`src/shared/slc_pkg.sv`:
```
package slc_pkg;

    // Geometry
    localparam int SEG_COUNT     = 4;
    localparam int SUB_COUNT     = 8;
    localparam int LONG_PER_SUB  = 4;
    localparam int TAG_W         = 22;
    localparam int LRU_W         = 2;
    localparam int ADDR_W        = 32;
    localparam int DATA_W        = 32;
    localparam int CACHE_BYTES   = 512;
    localparam int SEG_BYTES     = 128;

    // Bit-address field positions
    localparam int BIT_LSB_W     = 4;
    localparam int LONG_POS      = 5;
    localparam int SUB_POS       = 7;
    localparam int TAG_POS       = 10;
    localparam int WORD_POS      = 4;

    // Reset values
    localparam logic [TAG_W-1:0] TAG_RESET   = 22'h00_0000;
    localparam logic [1:0]       FILL_CNT_RESET = 2'h0;

    // Fetch request and answer
    typedef struct packed {
        logic              valid;
        logic [ADDR_W-1:0] addr;
    } slc_fetch_req_t;

    typedef struct packed {
        logic        valid;
        logic [15:0] word;
    } slc_fetch_rsp_t;

    // Memory fill request and returned data
    typedef struct packed {
        logic              valid;
        logic [ADDR_W-1:0] addr;
    } slc_fill_req_t;

    typedef struct packed {
        logic              valid;
        logic [DATA_W-1:0] data;
    } slc_fill_rsp_t;

endpackage : slc_pkg

```
`src/core/slc_lru_stack.sv`:
```
`timescale 1ns/1ps
// Four-by-two recency stack; entry 0 is most recent, entry 3 least recent
module slc_lru_stack (
    // Clock and reset
    input  wire logic       core_clk,
    input  wire logic       rst_n,
    // Touch request
    input  wire logic       touch,
    input  wire logic [1:0] touch_seg,
    // Victim
    output logic [1:0]      victim_seg
);

    logic [1:0] stack_reg [0:3];
    logic [1:0] stack_next [0:3];
    logic [3:0] above;

    // Entry k is at or below the touched one if some entry at or above it matches
    assign above[0] = (stack_reg[0] == touch_seg);
    assign above[1] = above[0] | (stack_reg[1] == touch_seg);
    assign above[2] = above[1] | (stack_reg[2] == touch_seg);
    assign above[3] = above[2] | (stack_reg[3] == touch_seg);

    // Shift down the entries above the touched one, touched goes on top
    always_comb begin
        stack_next[0] = touch_seg;
        for (int k = 1; k < 4; k++) begin
            stack_next[k] = above[k-1] ? stack_reg[k] : stack_reg[k-1];
        end
    end

    assign victim_seg = stack_reg[3];

    // Reset ranks segment 0 most recent; any order is legal
    always_ff @(posedge core_clk) begin
        for (int k = 0; k < 4; k++) begin
            if (!rst_n) begin
                stack_reg[k] <= 2'(k);
            end else if (touch) begin
                stack_reg[k] <= stack_next[k];
            end
        end
    end

endmodule : slc_lru_stack

```
`src/core/slc_icache.sv`:
```
`timescale 1ns/1ps
module slc_icache (
    // Clock and reset
    input  wire logic                    core_clk,
    input  wire logic                    rst_n,
    // Host control
    input  wire logic                    host_flush,
    // Execution unit fetch port
    input  wire slc_pkg::slc_fetch_req_t fetch_req,
    output slc_pkg::slc_fetch_rsp_t      fetch_rsp,
    output logic                         fetch_ready,
    // Memory controller fill port
    output slc_pkg::slc_fill_req_t       fill_req,
    input  wire logic                    fill_ack,
    input  wire slc_pkg::slc_fill_rsp_t  fill_rsp
);

    ////////////////////////////////////////////////////////////////////////////
    // Storage

    typedef enum logic [2:0] {
        SLC_IDLE = 3'b001,
        SLC_REQ  = 3'b010,
        SLC_FILL = 3'b100
    } slc_state_t;

    localparam int LINES = slc_pkg::SEG_COUNT * slc_pkg::SUB_COUNT * slc_pkg::LONG_PER_SUB;

    // One long word per entry, indexed by segment, subsegment and long word
    logic [slc_pkg::DATA_W-1:0]   data_mem [0:LINES-1];
    logic [slc_pkg::TAG_W-1:0]    tag_reg [0:slc_pkg::SEG_COUNT-1];
    logic [slc_pkg::SUB_COUNT-1:0] present_reg [0:slc_pkg::SEG_COUNT-1];

    slc_state_t                   state_reg;
    slc_state_t                   state_next;
    // Fill bookkeeping, captured on the miss that starts it
    logic [1:0]                   fill_seg_reg;
    logic [1:0]                   fill_cnt_reg;
    logic [slc_pkg::ADDR_W-1:0]   miss_addr_reg;
    slc_pkg::slc_fetch_rsp_t      rsp_reg;

    ////////////////////////////////////////////////////////////////////////////
    // Address decode

    // Low four bits are the bit address inside a word and are ignored
    wire [slc_pkg::ADDR_W-1:0] word_addr = {fetch_req.addr[31:4], 4'h0};
    wire [slc_pkg::TAG_W-1:0]  req_tag   = word_addr[31:slc_pkg::TAG_POS];
    wire [2:0]                 req_sub   = word_addr[9:slc_pkg::SUB_POS];
    wire [1:0]                 req_long  = word_addr[6:slc_pkg::LONG_POS];
    wire                       req_half  = word_addr[slc_pkg::WORD_POS];

    function automatic logic [6:0] line_index(input logic [1:0] seg, input logic [2:0] sub,
                                              input logic [1:0] lw);
        line_index = {seg, sub, lw};
    endfunction : line_index

    ////////////////////////////////////////////////////////////////////////////
    // Lookup

    logic [3:0] tag_hit;
    logic [3:0] line_hit;
    logic [1:0] hit_seg;
    logic [1:0] tag_seg;

    // Compare every segment in parallel
    // After reset every tag reads zero; only present flags can make a hit
    always_comb begin
        hit_seg = 2'h0;
        tag_seg = 2'h0;
        for (int s = 0; s < slc_pkg::SEG_COUNT; s++) begin
            tag_hit[s]  = (tag_reg[s] == req_tag);
            line_hit[s] = tag_hit[s] & present_reg[s][req_sub];
            if (line_hit[s]) begin
                hit_seg = 2'(s);
            end
            if (tag_hit[s]) begin
                tag_seg = 2'(s);
            end
        end
    end

    wire any_hit  = |line_hit;
    wire any_tag  = |tag_hit;
    wire idle     = (state_reg == SLC_IDLE);
    wire hit_take = idle & fetch_req.valid & any_hit & ~host_flush;
    wire miss     = idle & fetch_req.valid & ~any_hit & ~host_flush;
    wire fill_beat = (state_reg == SLC_FILL) & fill_rsp.valid;
    wire fill_last = fill_beat & (fill_cnt_reg == 2'h3);

    // Subsegment of the pending fill, shared by the data write and the present set
    wire [2:0] fill_sub = miss_addr_reg[9:slc_pkg::SUB_POS];

    // Segment for the fill: reuse a matching tag, else the least recent
    wire [1:0] victim_seg;
    wire [1:0] alloc_seg = any_tag ? tag_seg : victim_seg;

    slc_lru_stack u_lru (
        .core_clk   (core_clk),
        .rst_n      (rst_n),
        .touch      (hit_take),
        .touch_seg  (hit_seg),
        .victim_seg (victim_seg)
    );

    ////////////////////////////////////////////////////////////////////////////
    // Control

    // Stalled fetches retry after the fill; the hit then serves them
    always_comb begin
        state_next = state_reg;
        case (state_reg)
            SLC_IDLE: begin
                if (miss) begin
                    state_next = SLC_REQ;
                end
            end
            SLC_REQ: begin
                if (fill_ack) begin
                    state_next = SLC_FILL;
                end
            end
            SLC_FILL: begin
                if (fill_last) begin
                    state_next = SLC_IDLE;
                end
            end
            default: begin
                state_next = SLC_IDLE;
            end
        endcase
    end

    assign fetch_ready    = hit_take;
    assign fetch_rsp      = rsp_reg;
    // Request stands from entering SLC_REQ until the acknowledge edge
    assign fill_req.valid = (state_reg == SLC_REQ);
    // Fill always starts at the first long word of the subsegment
    assign fill_req.addr  = {miss_addr_reg[31:slc_pkg::SUB_POS], 7'h00};

    always_ff @(posedge core_clk) begin
        if (!rst_n) begin
            state_reg <= SLC_IDLE;
        end else begin
            state_reg <= state_next;
        end
    end

    // Miss capture; a same-tag miss refills one subsegment of the segment it owns,
    // and the recency order waits until the retried fetch hits and touches it
    always_ff @(posedge core_clk) begin
        if (!rst_n) begin
            fill_seg_reg  <= 2'h0;
            miss_addr_reg <= 32'h0000_0000;
        end else if (miss) begin
            fill_seg_reg  <= alloc_seg;
            miss_addr_reg <= word_addr;
        end
    end

    always_ff @(posedge core_clk) begin
        if (!rst_n || miss) begin
            fill_cnt_reg <= slc_pkg::FILL_CNT_RESET;
        end else if (fill_beat) begin
            fill_cnt_reg <= fill_cnt_reg + 2'h1;
        end
    end

    // Data array has no reset; present flags guard it
    always_ff @(posedge core_clk) begin
        if (fill_beat) begin
            data_mem[line_index(fill_seg_reg, fill_sub, fill_cnt_reg)] <= fill_rsp.data;
        end
    end

    // Tags and present flags; a flush wins over a completing fill
    // Tags survive a flush, so only the present flags decide what is valid
    always_ff @(posedge core_clk) begin
        for (int s = 0; s < slc_pkg::SEG_COUNT; s++) begin
            if (!rst_n || host_flush) begin
                present_reg[s] <= 8'h00;
                if (!rst_n) begin
                    tag_reg[s] <= slc_pkg::TAG_RESET;
                end
            end else if (miss && !any_tag && 2'(s) == alloc_seg) begin
                tag_reg[s]     <= req_tag;
                present_reg[s] <= 8'h00;
            end else if (fill_last && 2'(s) == fill_seg_reg) begin
                present_reg[s][fill_sub] <= 1'b1;
            end
        end
    end

    // Registered answer word
    // Address bit four picks the upper instruction word of the long word
    always_ff @(posedge core_clk) begin
        if (!rst_n) begin
            rsp_reg <= '0;
        end else begin
            rsp_reg.valid <= hit_take;
            if (hit_take) begin
                rsp_reg.word <= req_half
                    ? data_mem[line_index(hit_seg, req_sub, req_long)][31:16]
                    : data_mem[line_index(hit_seg, req_sub, req_long)][15:0];
            end
        end
    end

endmodule : slc_icache

```
`config.mk`:
```
export PLATFORM = sky130hd
export DESIGN_NAME = slc_icache
export DESIGN_NICKNAME = d
export VERILOG_FILES = /design/src/shared/slc_pkg.sv /design/src/core/slc_lru_stack.sv /design/src/core/slc_icache.sv
export SDC_FILE = /design/constraint.sdc
export NUM_CORES = 2
export LEC_CHECK = 0
export ABC_CLOCK_PERIOD_IN_PS = 4300
export BUFFER_PORTS_ARGS = -buffer_cell sky130_fd_sc_hd__buf_4
export CORE_MARGIN = 3
export CORE_UTILIZATION = 35
export DETAILED_ROUTE_END_ITERATION = 12
export PLACE_DENSITY = 0.53
export SLEW_MARGIN = 20
export SYNTH_ARGS = -nofsm -noshare
export SYNTH_HDL_FRONTEND = slang
export SYNTH_MEMORY_MAX_BITS = 65536
export SYNTH_SLANG_ARGS = --single-unit
```
`constraint.sdc`:
```
create_clock -name core_clk -period 4.3 [get_ports core_clk]
set_input_delay 0.43 -clock core_clk [delete_from_list [all_inputs] [get_ports core_clk]]
set_output_delay 0.43 -clock core_clk [all_outputs]
set_load 0.1 [all_outputs]
```
# ---- Word-level counts from Yosys, hierarchy flattened
# Memory sizes are Yosys's and may differ from the RTL's.
# Index checks and enable logic that the tools add are counted.
dict set report totals {
  wordCells 219
  n_memories 4
  inputBits 70
  reg_bits 52
  ramBits 4224
}
# name depth width rd rd_ports_with_merged_regs wr line
set memory_table {}
lappend memory_table {data_mem 128 32 1 0 1 slc_icache.sv:30} ;# logic [slc_pkg::DATA_W-1:0] data_mem [0:LINES-1];
lappend memory_table {tag_reg 4 22 4 0 4 slc_icache.sv:31} ;# logic [slc_pkg::TAG_W-1:0] tag_reg [0:slc_pkg::SEG_COUNT-1];
lappend memory_table {present_reg 4 8 4 0 4 slc_icache.sv:32} ;# logic [slc_pkg::SUB_COUNT-1:0] present_reg [0:slc_pkg::SEG_COUNT-1];
lappend memory_table {u_lru.stack_reg 4 2 4 0 4 slc_lru_stack.sv:14} ;# logic [1:0] stack_reg [0:3];
dict set report classes {
  order_cmp 3
  add_sub_neg 1
  bitwise 59
  reduce_logical 19
  n_mux 107
  n_eq_ne 20
}
# cell count
set op_table {}
lappend op_table {{$eq 22x22->1} 4}
lappend op_table {{$mux 22} 4}
lappend op_table {{$mux 1} 73}
lappend op_table {{$mux 8} 8}
lappend op_table {{$or 1x1->1} 46}
lappend op_table {{$mux 2} 12}
lappend op_table {{$mux 16} 1}
lappend op_table {{$bmux 1 s3} 4}
lappend op_table {{$and 1x1->1} 11}
lappend op_table {{$logic_and 1x1->1} 10}
lappend op_table {{$mux 3} 3}
lappend op_table {{$pmux 3 s3} 1}
lappend op_table {{$eq 2x2->1 const A} 4}
lappend op_table {{$lt 3x4->1 const B} 2}
lappend op_table {{$reduce_or 4->1} 2}
lappend op_table {{$eq 2x2->1} 3}
lappend op_table {{$eq 1x2->1 const A} 2}
lappend op_table {{$logic_not 2->1} 2}
lappend op_table {{$ne 2x1->1 const B} 2}
lappend op_table {{$demux 1 s3} 1}
lappend op_table {{$eq 3x1->1 const B} 1}
lappend op_table {{$eq 3x2->1 const B} 1}
lappend op_table {{$eq 3x3->1 const B} 1}
lappend op_table {{$ge 3x1->1 const B} 1}
lappend op_table {{other kinds (7)} 10}

# ---- Longest topological paths before layout
# An unclocked memory read counts as a cell.
dict set report depth {
  word_depth 15
  ltp_mapped 16
}

# ---- Modules after synthesis
# From an unflattened synthesis, not the netlist that was laid out.
dict set report hier_totals {
  hier_cells 8130
  hier_area_um2 166703.6
}
# module cells_per_inst seq_area_each_um2 n_inst area_per_inst_um2
set modules_own_cells {}
lappend modules_own_cells {slc_icache 8100 127582.4 1 166322.0}
lappend modules_own_cells {slc_lru_stack 30 240.2 1 381.6}

# ---- Worst setup path before layout
# Ideal clock, no wire load.
dict set report synth_path {
  path_kind {input port to flip-flop}
  from {input fetch_req[25] in the netlist's numbering}
  to {memory u_lru.stack_reg[3][0], enable pin}
  required_ns 4.002
  t_arrival_ns 4.370
  slack_ns -0.369
  cell_stages 9
  setup_ns 0.298
  path_cell_list {buf_2 -> xnor2_1 -> nand4_1 -> nor4_4 -> nand3_1 -> a41oi_1 -> nor2_1 -> a31oi_1 -> o311a_1}
}
# item line
set synth_rtl {}
lappend synth_rtl {{start, declared} slc_icache.sv:9} ;# input wire slc_pkg::slc_fetch_req_t fetch_req,
lappend synth_rtl {{end, declared} slc_lru_stack.sv:14}

==> results.toml <==
[status]
status = "complete, no violations"

[synth]
async_flop_share_pct = 0
yosys_most_used_dff = "edfxtp_1"
synth_top_area_cell = "edfxtp_1"
synth_area_leaders = "edfxtp_1 77%, mux4_2 14%, mux2i_1 2.0%"
synth.distinct_cells = 81
yosysTopAreaCellShare_pct = 76.6
yosysMostFrequentCell = "edfxtp_1"
synth-edff-count = 4224
postSynthAreaPerCell_um2 = 22.1
ys_seq_area_share_pct = 77.2
yosysWarnings = 0
ys_ff_latch = 4273
synth_commonest_cells = "4224 x edfxtp_1, 1043 x mux4_2, 323 x mux2i_1"
synthCells = 7488
netlist_area_um2 = 165000

[final_layout]
seqCellArea_um2 = 128000
fillCellCount = 40900
nNetsFinal = 8231
layout.cells.non_filler = 14800
syn_to_final_growth_pct = 16.6
multiInputGateArea_um2 = 36400
fin_util_pct = 41.1
drive_gt1_share_pct = 28.9
largest_reg_flops = 4096

[sta]
timing.setup.tns_ps = 0
tightest_slew_ps = 1110
rsz0062_at_grt = "false"
post-route-min-period_ps = 4220
hold_violations = 0
slew_viol_final = 0
finClkSkew_ps = 47.2
setup_viol = 0
slew_headroom_pct = 25.8
hold_ws_ps = 39.5
clock.fmax_mhz = 237
post-route-period-util_pct = 98.1

[die]
die_y_um = 694
die_area_um2 = 481000
rows = 251
initial_core_util_pct = 35.3
core-area_um2 = 469000
io_pins = 121
die_x_um = 694

[cts]
clk_pin_slew_ps = 60
numCtsBuffers = 435
htree_levels = 5
clk_path_buf_depth = 4
cts_setup_buffers = 0
worst_skew_pair.late_latency_ps = 1000
cts_tree = "done"
cts_root_buffer = "clkbuf_16"
cts.sinks = 4273

[routing]
drtIter0Drc = 10300
viasPerCell = 5.56
dr.pass1.iters = 6
wl_per_cell_um = 32.4
route.vias.total = 82000
drcViolationCount = 0
drt-total-wl_mm = 478
ant_nets = 0

[setup_path]
crit_slowest_cell = "nor4_4"
critical_path_required_ps = 3870
crit_fanout = 7
crit_top_cell = "buf_4"
path_class = "reg -> out"
arrival_ps = 3790
cp_slowest_stage_delay_ps = 650
crit_path_cell_trace = "xnor2_1 > nand4_1 > nor4_4 > nand3_4 > a41oi_4 > buf_4 > buf_4"
crit_cells = 7
cp_num_buf_inv = 2
reg2reg_depth = 9
crit_path_start_kind = "register"
end_kind = "primary output"
cp_top_family = "simple AND/OR/NAND/NOR gates"

[pwr]
p_total_mw = 88.7
power_density_nw_per_um2 = 460
leakage_nw = 60.7
peakVddDrop_uv = 387

[global_route]
track_usage_pct = 19.6
antenna_found_initial = 64
grt_pass1_vias = 83100
grt_pass1_wl_mm = 665
grt_max_degree = 97
globalRouteOverflowTotal = 0

[placement]
portBuffers = 109
placedCellCount = 13900
hpwl_mm = 284
gp_congestion = 0.922

[worst_hold_path]
hold_path_class = "in -> reg"
holdPathStages = 1

[run]
maxCapViolations = 0
-- per-layer routing --
| layer | track usage (%) | up-vias | routed length [µm] |
|---|---|---|---|
| met5 | 0 | - | 164 |
| met4 | 5.34 | 28 | 13700 |
| met3 | 3.62 | 666 | 38400 |
| met2 | 31.2 | 3450 | 226000 |
| met1 | 27.7 | 44800 | 200000 |
| li1 | - | 33000 | - |
-- layout make-up --
cell class / instances / share of cell area [%]
diodes: 23 / 0.0298
clock buffers: 515 / 5.84
clock inverters: 292 / 1.61
inverters: 9 / 0.0298
multi-input cells: 2783 / 18.8
flip-flops and latches: 4273 / 66.2
well taps: 6198 / 4.02
repair buffers: 658 / 3.42
-- where the power goes --
part / switching (mW) / leakage [nW] / internal, mW
logic: 2.99 / 15.1 / 1.60
registers: 0.0366 / 38.5 / 45.8
clock network: 16.1 / 7.02 / 22.2
-- path summary, 6_finish.rpt --
kind / startpoint / to / slack (ps)
setup / recovery: tag_reg[3][20] / fetch_ready / 80
hold / removal: fill_rsp[23] / data_mem[96][23] / 40
setup reg to reg: tag_reg[3][20] / fetch_rsp[14] / 820
hold reg to reg: miss_addr_reg[12] / miss_addr_reg[12] / 450
-- placed cells by master (no fill, tap or decap), types with 23 or more instances in the layout --
cell / instances
nand3_1: 43
buf_12: 115
and3_1: 25
clkbuf_1: 75
buf_4: 489
a22oi_1: 85
dfxtp_1: 49
and2_1: 96
clkinv_2: 83
clkbuf_16: 439
mux4_2: 1043
a221oi_1: 34
nor2_1: 110
o22ai_1: 71
o21ai_0: 60
clkinv_1: 111
xnor2_1: 34
or3_1: 33
edfxtp_1: 4224
a21oi_1: 86
nor2_4: 130
xor2_1: 61
bufinv_16: 58
dlygate4sd3_1: 46
diode_2: 23
nand2_1: 213
mux2i_1: 323
nor3_1: 28
-- per-stage QoR --
| stage | setup slack, ps | instance area (µm²) |
|---|---|---|
| after floorplan | 497 | 166000 |
| after global placement | 267 | 178000 |
| after detailed placement | 279 | 178000 |
| after CTS | 18.7 | 193000 |
| after global routing | 1.28 | 193000 |
| final | 82.6 | 193000 |
-- worst reg2reg max path, delay by kind of cell, from the launching register on --
kind,cells,cell delay [ps]
flip-flops,1,380
XOR/XNOR,1,170
buffers and inverters,2,620
AND/OR/NAND/NOR,3,1420
AO/OA/AOI/OAI,3,780
-- cells by family after synthesis --
family | count (synthesis) | share of synthesized area [%]
adders and majority gates | 1 | 0.00756
DFF | 4273 | 77.2
muxes | 1388 | 16.3
xor gates and xnor gates | 95 | 0.503
and+or+nand+nor | 793 | 2.33
other | 1 | 0.00227
AOI/OAI and AO/OA | 499 | 2.10
buffers and inverters | 438 | 1.48
-- timing repair --
item,4_1_cts,5_1_grt
setup endpoints to repair,1,1
endpoints found under the hold margin,599,50
hold buffers,43,3
gates resized for setup,7,1
pin swaps,1,1
No activity file was read; power rests on OpenSTA's default activity.
